**config.mk**
```make
export PLATFORM = sky130hd
export DESIGN_NAME = boot_led_wake_pm_config_regs
export DESIGN_NICKNAME = d
export VERILOG_FILES = /design/src/core/wake_pin_driver.v /design/src/core/boot_led_wake_pm_config_regs.v
export VERILOG_INCLUDE_DIRS = /design/src /design/src/common
export SDC_FILE = /design/constraint.sdc
export NUM_CORES = 1
export LEC_CHECK = 0
export ABC_AREA = 1
export BUFFER_PORTS_ARGS = -buffer_cell sky130_fd_sc_hd__buf_2
export CELL_PAD_IN_SITES_DETAIL_PLACEMENT = 0
export CELL_PAD_IN_SITES_GLOBAL_PLACEMENT = 2
export CORE_MARGIN = 2
export CORE_UTILIZATION = 28
export DETAILED_ROUTE_END_ITERATION = 16
export PLACE_DENSITY = 0.95
export SLEW_MARGIN = 40
export SYNTH_ARGS = -nofsm -noshare
export SYNTH_HDL_FRONTEND = slang
export SYNTH_SLANG_ARGS = --single-unit
export TNS_END_PERCENT = 10
```
**constraint.sdc**
```tcl
create_clock -name CLK -period 3.5 [get_ports CLK]
set_input_delay 0.7 -clock CLK [delete_from_list [all_inputs] [get_ports CLK]]
set_output_delay 0.7 -clock CLK [all_outputs]
set_load 0.02 [all_outputs]
```
**src/common/cfg_regs_consts.vh**
```
`ifndef CFG_REGS_CONSTS_VH
`define CFG_REGS_CONSTS_VH

`define OFS_BOOT_ROM_SIZE_CONFIG   8'h51
`define OFS_LED_WAKE_POWER_CONFIG  8'h52

`define EE_MODE_CFG_WRITE          2'h3

`define BIT_PM_ENABLE              0
`define BIT_PD_ENABLE              1
`define BIT_IO_MAPPED              2
`define BIT_MEM_MAPPED             3
`define BIT_WAKE_POLARITY          4
`define BIT_DRIVER_LOADED          5
`define LSB_LED_SCHEME             6
`define MSB_LED_SCHEME             7
`define LSB_BOOT_ROM_SIZE          0
`define MSB_BOOT_ROM_SIZE          2

`define RST_BOOT_ROM_SIZE          3'h0
`define RST_LED_SCHEME             2'h0
`define RST_DRIVER_LOADED          1'h0
`define RST_WAKE_POLARITY          1'h0
`define RST_MEM_MAPPED             1'h1
`define RST_IO_MAPPED              1'h1
`define RST_PD_ENABLE              1'h0
`define RST_PM_ENABLE              1'h0

`define PM_CAP_POINTER             8'hdc
`define PM_CAP_ID                  8'h01

`define CLK_PERIOD_NS              40
`define WAKE_PULSE_MS              150
`define WAKE_PULSE_CYCLES          ((`WAKE_PULSE_MS * 1000000) / `CLK_PERIOD_NS)

`endif

```
**src/core/wake_pin_driver.v**
```verilog
`timescale 1ns/1ps
`include "cfg_regs_consts.vh"

module wake_pin_driver #(
    parameter PULSE_CYCLES = `WAKE_PULSE_CYCLES,
    parameter CNT_W        = 22
) (
    input  wire clk,
    input  wire reset_n,
    input  wire wake_request,
    input  wire wake_polarity_sel,
    input  wire wake_pulse_sel,
    output reg  wake_output_pin
);
    localparam [CNT_W-1:0] PULSE_LOAD = PULSE_CYCLES[CNT_W-1:0];

    reg             request_seen;
    reg [CNT_W-1:0] pulse_count;
    reg             asserted;

    // Pulse style restarts on each new wake request edge
    always @(posedge clk) begin
        if (!reset_n) begin
            request_seen <= 1'b0;
            pulse_count  <= {CNT_W{1'b0}};
        end else begin
            request_seen <= wake_request;
            if (wake_request && !request_seen)
                pulse_count <= PULSE_LOAD;
            else if (pulse_count != {CNT_W{1'b0}})
                pulse_count <= pulse_count - {{(CNT_W-1){1'b0}}, 1'b1};
        end
    end

    always @* begin
        if (wake_pulse_sel)
            asserted = (pulse_count != {CNT_W{1'b0}});
        else
            asserted = wake_request;
    end

    always @(posedge clk) begin
        if (!reset_n)
            wake_output_pin <= 1'b0;
        else
            wake_output_pin <= asserted ^ wake_polarity_sel;
    end
endmodule

```
**src/core/boot_led_wake_pm_config_regs.v**
```verilog
`timescale 1ns/1ps
`include "cfg_regs_consts.vh"

module boot_led_wake_pm_config_regs #(
    parameter WAKE_PULSE_CYCLES = `WAKE_PULSE_CYCLES,
    parameter WAKE_CNT_W        = 22,
    parameter VPD_CAP_POINTER   = 8'h00
) (
    input  wire       CLK,
    input  wire       RESET_N,
    input  wire [7:0] REG_ADDR,
    input  wire       REG_WR,
    input  wire       REG_RD,
    input  wire [7:0] REG_WDATA,
    output reg  [7:0] REG_RDATA,
    input  wire [1:0] EEPROM_OP_MODE,
    input  wire       EE_LOAD,
    input  wire [7:0] EE_BOOT_ROM_SIZE_CONFIG,
    input  wire [7:0] EE_LED_WAKE_POWER_CONFIG,
    input  wire       PCI_CMD_WRITE,
    input  wire       WAKE_REQUEST,
    input  wire       WAKE_PULSE_SEL,
    output wire       WAKE_OUTPUT_PIN,
    output reg  [1:0] LED_SCHEME_SEL,
    output reg        DRIVER_LOADED_FLAG,
    output reg        PRODUCT_DATA_ENABLE,
    output reg        MEMORY_SPACE_MAPPED,
    output reg        IO_SPACE_MAPPED,
    output reg        NEW_CAP_STATUS,
    output reg  [7:0] CAP_POINTER,
    output reg  [7:0] PM_CAP_ID,
    output reg  [7:0] PM_NEXT_POINTER,
    output reg        PM_REGS_VALID
);
    reg  [2:0] boot_rom_size_sel;
    reg        wake_polarity_sel;
    reg        power_mgmt_enable;
    reg  [7:0] next_rdata;
    wire       cfg_write_open;
    wire       wr_config1;
    wire       rd_config0;
    wire       rd_config1;

    function hit;
        input [7:0] addr;
        input [7:0] offset;
        begin
            hit = (addr == offset);
        end
    endfunction

    assign cfg_write_open = (EEPROM_OP_MODE == `EE_MODE_CFG_WRITE);
    assign wr_config1 = REG_WR && cfg_write_open
                        && hit(REG_ADDR, `OFS_LED_WAKE_POWER_CONFIG);
    assign rd_config0 = hit(REG_ADDR, `OFS_BOOT_ROM_SIZE_CONFIG);
    assign rd_config1 = hit(REG_ADDR, `OFS_LED_WAKE_POWER_CONFIG);

    // Boot ROM size and mapping bits change only on EEPROM load
    always @(posedge CLK) begin
        if (!RESET_N) begin
            boot_rom_size_sel   <= `RST_BOOT_ROM_SIZE;
            MEMORY_SPACE_MAPPED <= `RST_MEM_MAPPED;
            IO_SPACE_MAPPED     <= `RST_IO_MAPPED;
        end else if (EE_LOAD) begin
            boot_rom_size_sel   <=
                EE_BOOT_ROM_SIZE_CONFIG[`MSB_BOOT_ROM_SIZE:`LSB_BOOT_ROM_SIZE];
            MEMORY_SPACE_MAPPED <= EE_LED_WAKE_POWER_CONFIG[`BIT_MEM_MAPPED];
            IO_SPACE_MAPPED     <= EE_LED_WAKE_POWER_CONFIG[`BIT_IO_MAPPED];
        end
    end

    // Writable fields: EEPROM load first, then software writes
    always @(posedge CLK) begin
        if (!RESET_N) begin
            LED_SCHEME_SEL      <= `RST_LED_SCHEME;
            wake_polarity_sel   <= `RST_WAKE_POLARITY;
            PRODUCT_DATA_ENABLE <= `RST_PD_ENABLE;
            power_mgmt_enable   <= `RST_PM_ENABLE;
        end else if (EE_LOAD) begin
            LED_SCHEME_SEL      <=
                EE_LED_WAKE_POWER_CONFIG[`MSB_LED_SCHEME:`LSB_LED_SCHEME];
            wake_polarity_sel   <= EE_LED_WAKE_POWER_CONFIG[`BIT_WAKE_POLARITY];
            PRODUCT_DATA_ENABLE <= EE_LED_WAKE_POWER_CONFIG[`BIT_PD_ENABLE];
            power_mgmt_enable   <= EE_LED_WAKE_POWER_CONFIG[`BIT_PM_ENABLE];
        end else if (wr_config1) begin
            LED_SCHEME_SEL      <= REG_WDATA[`MSB_LED_SCHEME:`LSB_LED_SCHEME];
            wake_polarity_sel   <= REG_WDATA[`BIT_WAKE_POLARITY];
            PRODUCT_DATA_ENABLE <= REG_WDATA[`BIT_PD_ENABLE];
            power_mgmt_enable   <= REG_WDATA[`BIT_PM_ENABLE];
        end
    end

    // Software write wins over the command-register clear in the same cycle
    always @(posedge CLK) begin
        if (!RESET_N)
            DRIVER_LOADED_FLAG <= `RST_DRIVER_LOADED;
        else if (wr_config1)
            DRIVER_LOADED_FLAG <= REG_WDATA[`BIT_DRIVER_LOADED];
        else if (PCI_CMD_WRITE || EE_LOAD)
            DRIVER_LOADED_FLAG <= 1'b0;
    end

    always @* begin
        next_rdata = 8'h00;
        if (rd_config0) begin
            next_rdata[`MSB_BOOT_ROM_SIZE:`LSB_BOOT_ROM_SIZE] = boot_rom_size_sel;
        end else if (rd_config1) begin
            next_rdata[`MSB_LED_SCHEME:`LSB_LED_SCHEME] = LED_SCHEME_SEL;
            next_rdata[`BIT_DRIVER_LOADED] = DRIVER_LOADED_FLAG;
            next_rdata[`BIT_WAKE_POLARITY] = wake_polarity_sel;
            next_rdata[`BIT_MEM_MAPPED]    = MEMORY_SPACE_MAPPED;
            next_rdata[`BIT_IO_MAPPED]     = IO_SPACE_MAPPED;
            next_rdata[`BIT_PD_ENABLE]     = PRODUCT_DATA_ENABLE;
            next_rdata[`BIT_PM_ENABLE]     = power_mgmt_enable;
        end
    end

    // Read data held until the next read
    always @(posedge CLK) begin
        if (!RESET_N)
            REG_RDATA <= 8'h00;
        else if (REG_RD)
            REG_RDATA <= next_rdata;
    end

    // Capability chain hidden while power management is off
    always @(posedge CLK) begin
        if (!RESET_N) begin
            NEW_CAP_STATUS  <= 1'b0;
            CAP_POINTER     <= 8'h00;
            PM_CAP_ID       <= 8'h00;
            PM_NEXT_POINTER <= 8'h00;
            PM_REGS_VALID   <= 1'b0;
        end else if (power_mgmt_enable) begin
            NEW_CAP_STATUS  <= 1'b1;
            CAP_POINTER     <= `PM_CAP_POINTER;
            PM_CAP_ID       <= `PM_CAP_ID;
            PM_NEXT_POINTER <= PRODUCT_DATA_ENABLE ? VPD_CAP_POINTER : 8'h00;
            PM_REGS_VALID   <= 1'b1;
        end else begin
            NEW_CAP_STATUS  <= 1'b0;
            CAP_POINTER     <= 8'h00;
            PM_CAP_ID       <= 8'h00;
            PM_NEXT_POINTER <= 8'h00;
            PM_REGS_VALID   <= 1'b0;
        end
    end

    wake_pin_driver #(
        .PULSE_CYCLES (WAKE_PULSE_CYCLES),
        .CNT_W        (WAKE_CNT_W)
    ) wake_driver (
        .clk               (CLK),
        .reset_n           (RESET_N),
        .wake_request      (WAKE_REQUEST),
        .wake_polarity_sel (wake_polarity_sel),
        .wake_pulse_sel    (WAKE_PULSE_SEL),
        .wake_output_pin   (WAKE_OUTPUT_PIN)
    );
endmodule

```
== After elaboration in Yosys (flattened, before gate mapping) ==
Cells that the tools add are included.
Word-level totals
  register bits after elaboration: 60
  input port bits: 42
  output and inout bits: 41
  word-level logic and storage cells: 51
Cells by class
  $add $sub $neg: 1
  equality and inequality tests: 3
  multiplexer cells: 19
  bitwise logic cells: 2
  reductions and logical operators: 10
Operators with widths (number)
  $mux W22: 2
  $reduce_bool A22 Y1: 1
  $sub A22 B1 Y22 const B: 1
  $eq A8 B7 Y1 const B: 2
  $mux W8: 2
  $mux W1: 11
  $reduce_bool A2 Y1: 3
  $mux W5: 1
  $mux W2: 2
  $logic_and A1 B1 Y1: 3
  $mux W3: 1
  $eq A2 B2 Y1 const B: 1
  $reduce_or A2 Y1: 1
  $logic_not A1 Y1: 1
  $logic_or A1 B1 Y1: 1
  $not A1 Y1: 1
  $xor A1 B1 Y1: 1

== Logic depth before layout (Yosys ltp) ==
  depth in word-level cells: 5
  mapped depth: 10
  depth with buffers taken out: 9

== Cells and area by module ==
Synthesis repeated with hierarchy kept, for this count alone.
Unflattened totals
  cells, all modules: 376
  area, all modules: 2562.5 um^2
By module, submodules not included
  wake_pin_driver: times used 1, cells each 200, area an instance 1387.6 um^2
  boot_led_wake_pm_config_regs: times used 1, cells each 176, area an instance 1174.9 um^2

== Least setup slack after synthesis ==
Ideal clock, no wire load.
  path kind: input-to-reg
  from: in REG_ADDR[5]
  to: reg power_mgmt_enable
  setup time: 0.116 ns
  data arrival time: 1.474 ns
  required time: 3.384 ns
  path slack: 1.910 ns
  stages on the path: 8
  path through: nor2_1 nand3_1 nor2_2 nand2_1 nand2_2 inv_1 nor2_1 nor2_1
Between the ends
  word-level cells in the longest chain between the ends: 3
RTL lines
  start, declared: line boot_led_wake_pm_config_regs.v:11  | input wire [7:0] REG_ADDR,
  $eq A8 B7 Y1: line boot_led_wake_pm_config_regs.v:48  | hit = (addr == offset);
  $logic_and A1 B1 Y1: line boot_led_wake_pm_config_regs.v:53  | assign wr_config1 = REG_WR && cfg_write_open
  $reduce_bool A2 Y1 (no line)
  end signal, assigned: line boot_led_wake_pm_config_regs.v:78  | power_mgmt_enable <= `RST_PM_ENABLE;
  end signal, assigned: line boot_led_wake_pm_config_regs.v:84  | power_mgmt_enable <= EE_LED_WAKE_POWER_CONFIG[`BIT_PM_ENABLE];
  end signal, assigned: line boot_led_wake_pm_config_regs.v:89  | power_mgmt_enable <= REG_WDATA[`BIT_PM_ENABLE];
  end, declared: line boot_led_wake_pm_config_regs.v:37  | reg power_mgmt_enable;
No other way between the ends.
A chain may end at the register's enable or synchronous reset.

== Final worst setup path ==
  from: reg wake_driver.pulse_count[0]
  to: reg wake_driver.pulse_count[7]
Between the ends
  word-level cells in the longest chain between the ends: 1
  elaborated cells on any way between the ends: 2
RTL lines
  start, declared: line wake_pin_driver.v:18  | reg [CNT_W-1:0] pulse_count;
  start signal, assigned: line wake_pin_driver.v:25  | pulse_count <= {CNT_W{1'b0}};
  start signal, assigned: line wake_pin_driver.v:31  | pulse_count <= pulse_count - {{(CNT_W-1){1'b0}}, 1'b1};
  $sub A22 B1 Y22 or $reduce_bool A22 Y1 (tied branches): line wake_pin_driver.v:31, wake_pin_driver.v:30
Parallel ways exist; a longest one is shown, timed or not.

==> impl_metrics.csv <==
group,metric,value,unit
critical_path,required,3700,ps
clock_tree,cts_resized,0,
route,routedWlPerCell,10.8,um
synth,ys_seq_area_share,36.6,%
synth,yosysTopAreaCell,"dfxtp_1",
timing,fmax,0.565,GHz
timing,maxSlewViolCount,0,
floorplanning,die_w,96.7,um
power_and_ir_drop,p_sw,0.000422,W
timing,fin_crit,1770,ps
power_and_ir_drop,seqPwrFrac,46.4,%
timing,fin_skew,6.46,ps
synth,syn_inst,352,
clock_tree,cts.sink_count,44,
synth,synth.most_common_cell,"nand2_1",
synth,syn_area,2410,um2
synth,netlist.area_leader.share,36.6,%
power_and_ir_drop,peakVddDrop,0.146,mV
grt,grt_usage,11.9,%
cells_and_area,fin_nets,444,
status,status,"completed",
clock_tree,cts_hold_buf,0,
power_and_ir_drop,p_comb_share,25.5,%
power_and_ir_drop,power_leakage,1.37,nW
critical_path,path_class,"reg2reg",
grt,grt_max_degree,21,
clock_tree,tritoncts,"built",
route,drtPass1Iterations,4,
clock_tree,cts_buffer_depth,2,
critical_path,cp_cell_sequence,"inv_1 > ha_1 > nand2_1 > nor2_1 > nand3_2 > and3_1",
hold_path,whs_path_depth,2,
route,avgViaCountPerCell,4.35,
synth,ys_ff_latch,44,
critical_path,cp_slowest_cell,"nand3_2",
critical_path,slowest_delay,390,ps
synth,ys.warnings.count,0,
hold_path,hp-class,"reg2reg",
placement,port_buffers,56,
synth,synth_ff_type,"dfxtp_1",
floorplanning,initial_utilization,29.1,%
power_and_ir_drop,power.share.clock,28.1,%
floorplanning,die_area,9350,um2
synth,ys_top_cells_by_count,"85 x nand2_1, 55 x nor2_1, 44 x dfxtp_1",
synth,yosysUniqueCellTypes,30,
critical_path,cp-end-kind,"flop",
cells_and_area,drive_above_1_share,22.4,%
timing,hold_viol,0,
floorplanning,row_count,33,
hold_path,holdPathEnd,"CAP_POINTER[6]$_SDFF_PN0_",
timing,fin_crit_sh,50.6,%
route,dr_total_vias,2202,
critical_path,path_max_fanout,20,
run,drv_cap,0,
critical_path,r2r_start,"wake_driver.pulse_count[0]$_SDFFE_PP0P_",
placement,dpl.cell_count,498,
clock_tree,cts_buffers,5,
grt,antenna_found_initial,0,
synth,avgSynthCellArea,6.84,um2
grt,grt_pass1_vias,1997,
route,routed_wirelength,5470,um
power_and_ir_drop,powerDensity,446,nW/um2
timing,setup_violations,0,
floorplanning,fp.dieH,96.7,um
route,drc,0,
clock_tree,post_cts_buffers,0,
floorplanning,fp.coreArea,8260,um2
placement,dp_hpwl,4230,um
clock_tree,clock_tree.htree_level_count,2,
synth,yosys-top-cells-area,"dfxtp_1 37%, nand2_1 13%, nor2_1 8.6%",
grt,grt_pass1_wl,9170,um
floorplanning,io_pins,83,
power_and_ir_drop,power,0.00123,W
power_and_ir_drop,power.internal,0.000806,W
synth,postSynth.asyncResetShare,0,%
power_and_ir_drop,switching_share,34.3,%
clock_tree,cts_root_buffer,"clkbuf_8",
clock_tree,insertion_delay,300,ps
timing,grt_setup_unrepaired,"false",
route,ant_nets,0,
critical_path,r2r_slack,1730,ps
cells_and_area,area_delta_synth_final,14.5,%
critical_path,worstPathArrival,1970,ps
synth,synth-edff-count,0,
critical_path,reg2regPathDepth,6,
critical_path,timing.rr.end,"wake_driver.pulse_count[7]$_SDFFE_PP0P_",
route,drt_iter0_drc,68,
critical_path,worst_setup_path_start_kind,"flop",
timing,fin_setup_tns,0,ps
hold_path,hold_path.startpoint,"power_mgmt_enable$_SDFFE_PN0P_",
cells_and_area,num-fill-cells,948,
clock_tree,clkTransAtPathRegs,90,ps
cells_and_area,n_antenna_cell,0,
cells_and_area,fin_cells,506,
grt,grt_overflow_total,0,
placement,place_congestion,0.811,
[how the worst max path moves through the flow]
stage                                            startpoint                                 endpoint  slack, ps
floorplan                                       REG_ADDR[5]           power_mgmt_enable$_SDFFE_PN0P_       1910
global placement                                REG_ADDR[5]           wake_polarity_sel$_SDFFE_PN0P_       1510
detailed placement                              REG_ADDR[5]           wake_polarity_sel$_SDFFE_PN0P_       1490
CTS                 wake_driver.pulse_count[0]$_SDFFE_PP0P_  wake_driver.pulse_count[7]$_SDFFE_PP0P_       1720
global route        wake_driver.pulse_count[0]$_SDFFE_PP0P_   wake_driver.wake_output_pin$_SDFF_PN0_       1560
finish              wake_driver.pulse_count[0]$_SDFFE_PP0P_  wake_driver.pulse_count[7]$_SDFFE_PP0P_       1730
[per-stage QoR]
stage	worst slack (ps)	cell area [um2]	util, %	hold slack, ps
floorplan	1910	2470	-	417
global placement	1510	2660	32.2	450
detailed placement	1490	2660	32.2	457
CTS	1720	2750	33.3	472
global route	1560	2750	33.3	483
finish	1730	2750	33.3	463
[cell families (layout without fill, tap and decap cells)]
| group | after synthesis | in the layout | synth area share (%) |
|---|---|---|---|
| AO/OA/AOI/OAI | 33 | 33 | 7.54 |
| XOR/XNOR | 8 | 8 | 2.91 |
| adder cells (fa/ha/maj) | 2 | 2 | 1.04 |
| buffers and inverters | 60 | 92 | 13.7 |
| flip-flops | 44 | 44 | 36.6 |
| other | 1 | 18 | 0.156 |
| AND/OR/NAND/NOR | 204 | 204 | 38.0 |
[worst max-delay path: cells and delay by family (launching register included)]
kind	cells	cell delay, ps
adder cells (fa/ha/maj)	1	200
AND/OR/NAND/NOR	4	930
flip-flops	1	350
buffers and inverters	1	180
[flip-flops by register name, summed over array words and instances, names as in the netlist]
| signal | cells |
|---|---|
| wake_driver.wake_output_pin | 1 |
| wake_driver.pulse_count | 22 |
| LED_SCHEME_SEL | 2 |
| wake_driver.request_seen | 1 |
| boot_rom_size_sel | 3 |
| wake_polarity_sel | 1 |
| power_mgmt_enable | 1 |
| IO_SPACE_MAPPED | 1 |
| DRIVER_LOADED_FLAG | 1 |
| PRODUCT_DATA_ENABLE | 1 |
| CAP_POINTER | 1 |
| REG_RDATA | 8 |
| MEMORY_SPACE_MAPPED | 1 |
[power by group through the flow]
stage | Sequential [W] | Combinational, W | Clock [W]
after floorplan | 0.000582 | 0.000253 | 0
after global placement | 0.000580 | 0.000311 | 0
after detailed placement | 0.000581 | 0.000312 | 0
after CTS | 0.000570 | 0.000314 | 0.000358
after global routing | 0.000576 | 0.000354 | 0.000382
final | 0.000570 | 0.000313 | 0.000345
[final cells by class]
class | instances | area, um2 | area share [%]
clock buffer | 6 | 82.6 | 3.00
clock inverter | 2 | 15.0 | 0.545
inverter | 28 | 105 | 3.82
multi-input combinational | 265 | 1260 | 45.7
sequential | 44 | 881 | 32.0
tap | 105 | 131 | 4.77
timing repair buffer | 56 | 280 | 10.2
[placed cells by master, fill, tap and decap left out, drive strengths merged, types with 2 or more instances in the layout]
cell / Yosys / layout
dfxtp: 44 / 44
nand4: 6 / 6
o21ai: 8 / 8
nand2: 88 / 88
ha: 2 / 2
conb: 1 / 18
inv: 27 / 27
xnor2: 6 / 6
a21oi: 20 / 20
and3: 2 / 2
buf: 27 / 56
clkinvlp: 0 / 2
o211ai: 3 / 3
xor2: 2 / 2
clkbuf: 5 / 6
nor2: 69 / 69
or2: 4 / 4
nand3: 33 / 33
[layer usage]
| metal | global-route usage (%) | vias up | wire [um] |
|---|---|---|---|
| met1 | 15.4 | 971 | 2540 |
| met4 | 3.58 | 0 | 53 |
| li1 | - | 1166 | - |
| met5 | 0 | - | 0 |
| met3 | 3.54 | 7 | 373 |
| met2 | 19.1 | 58 | 2510 |
Power figures use the tool's default switching activity.
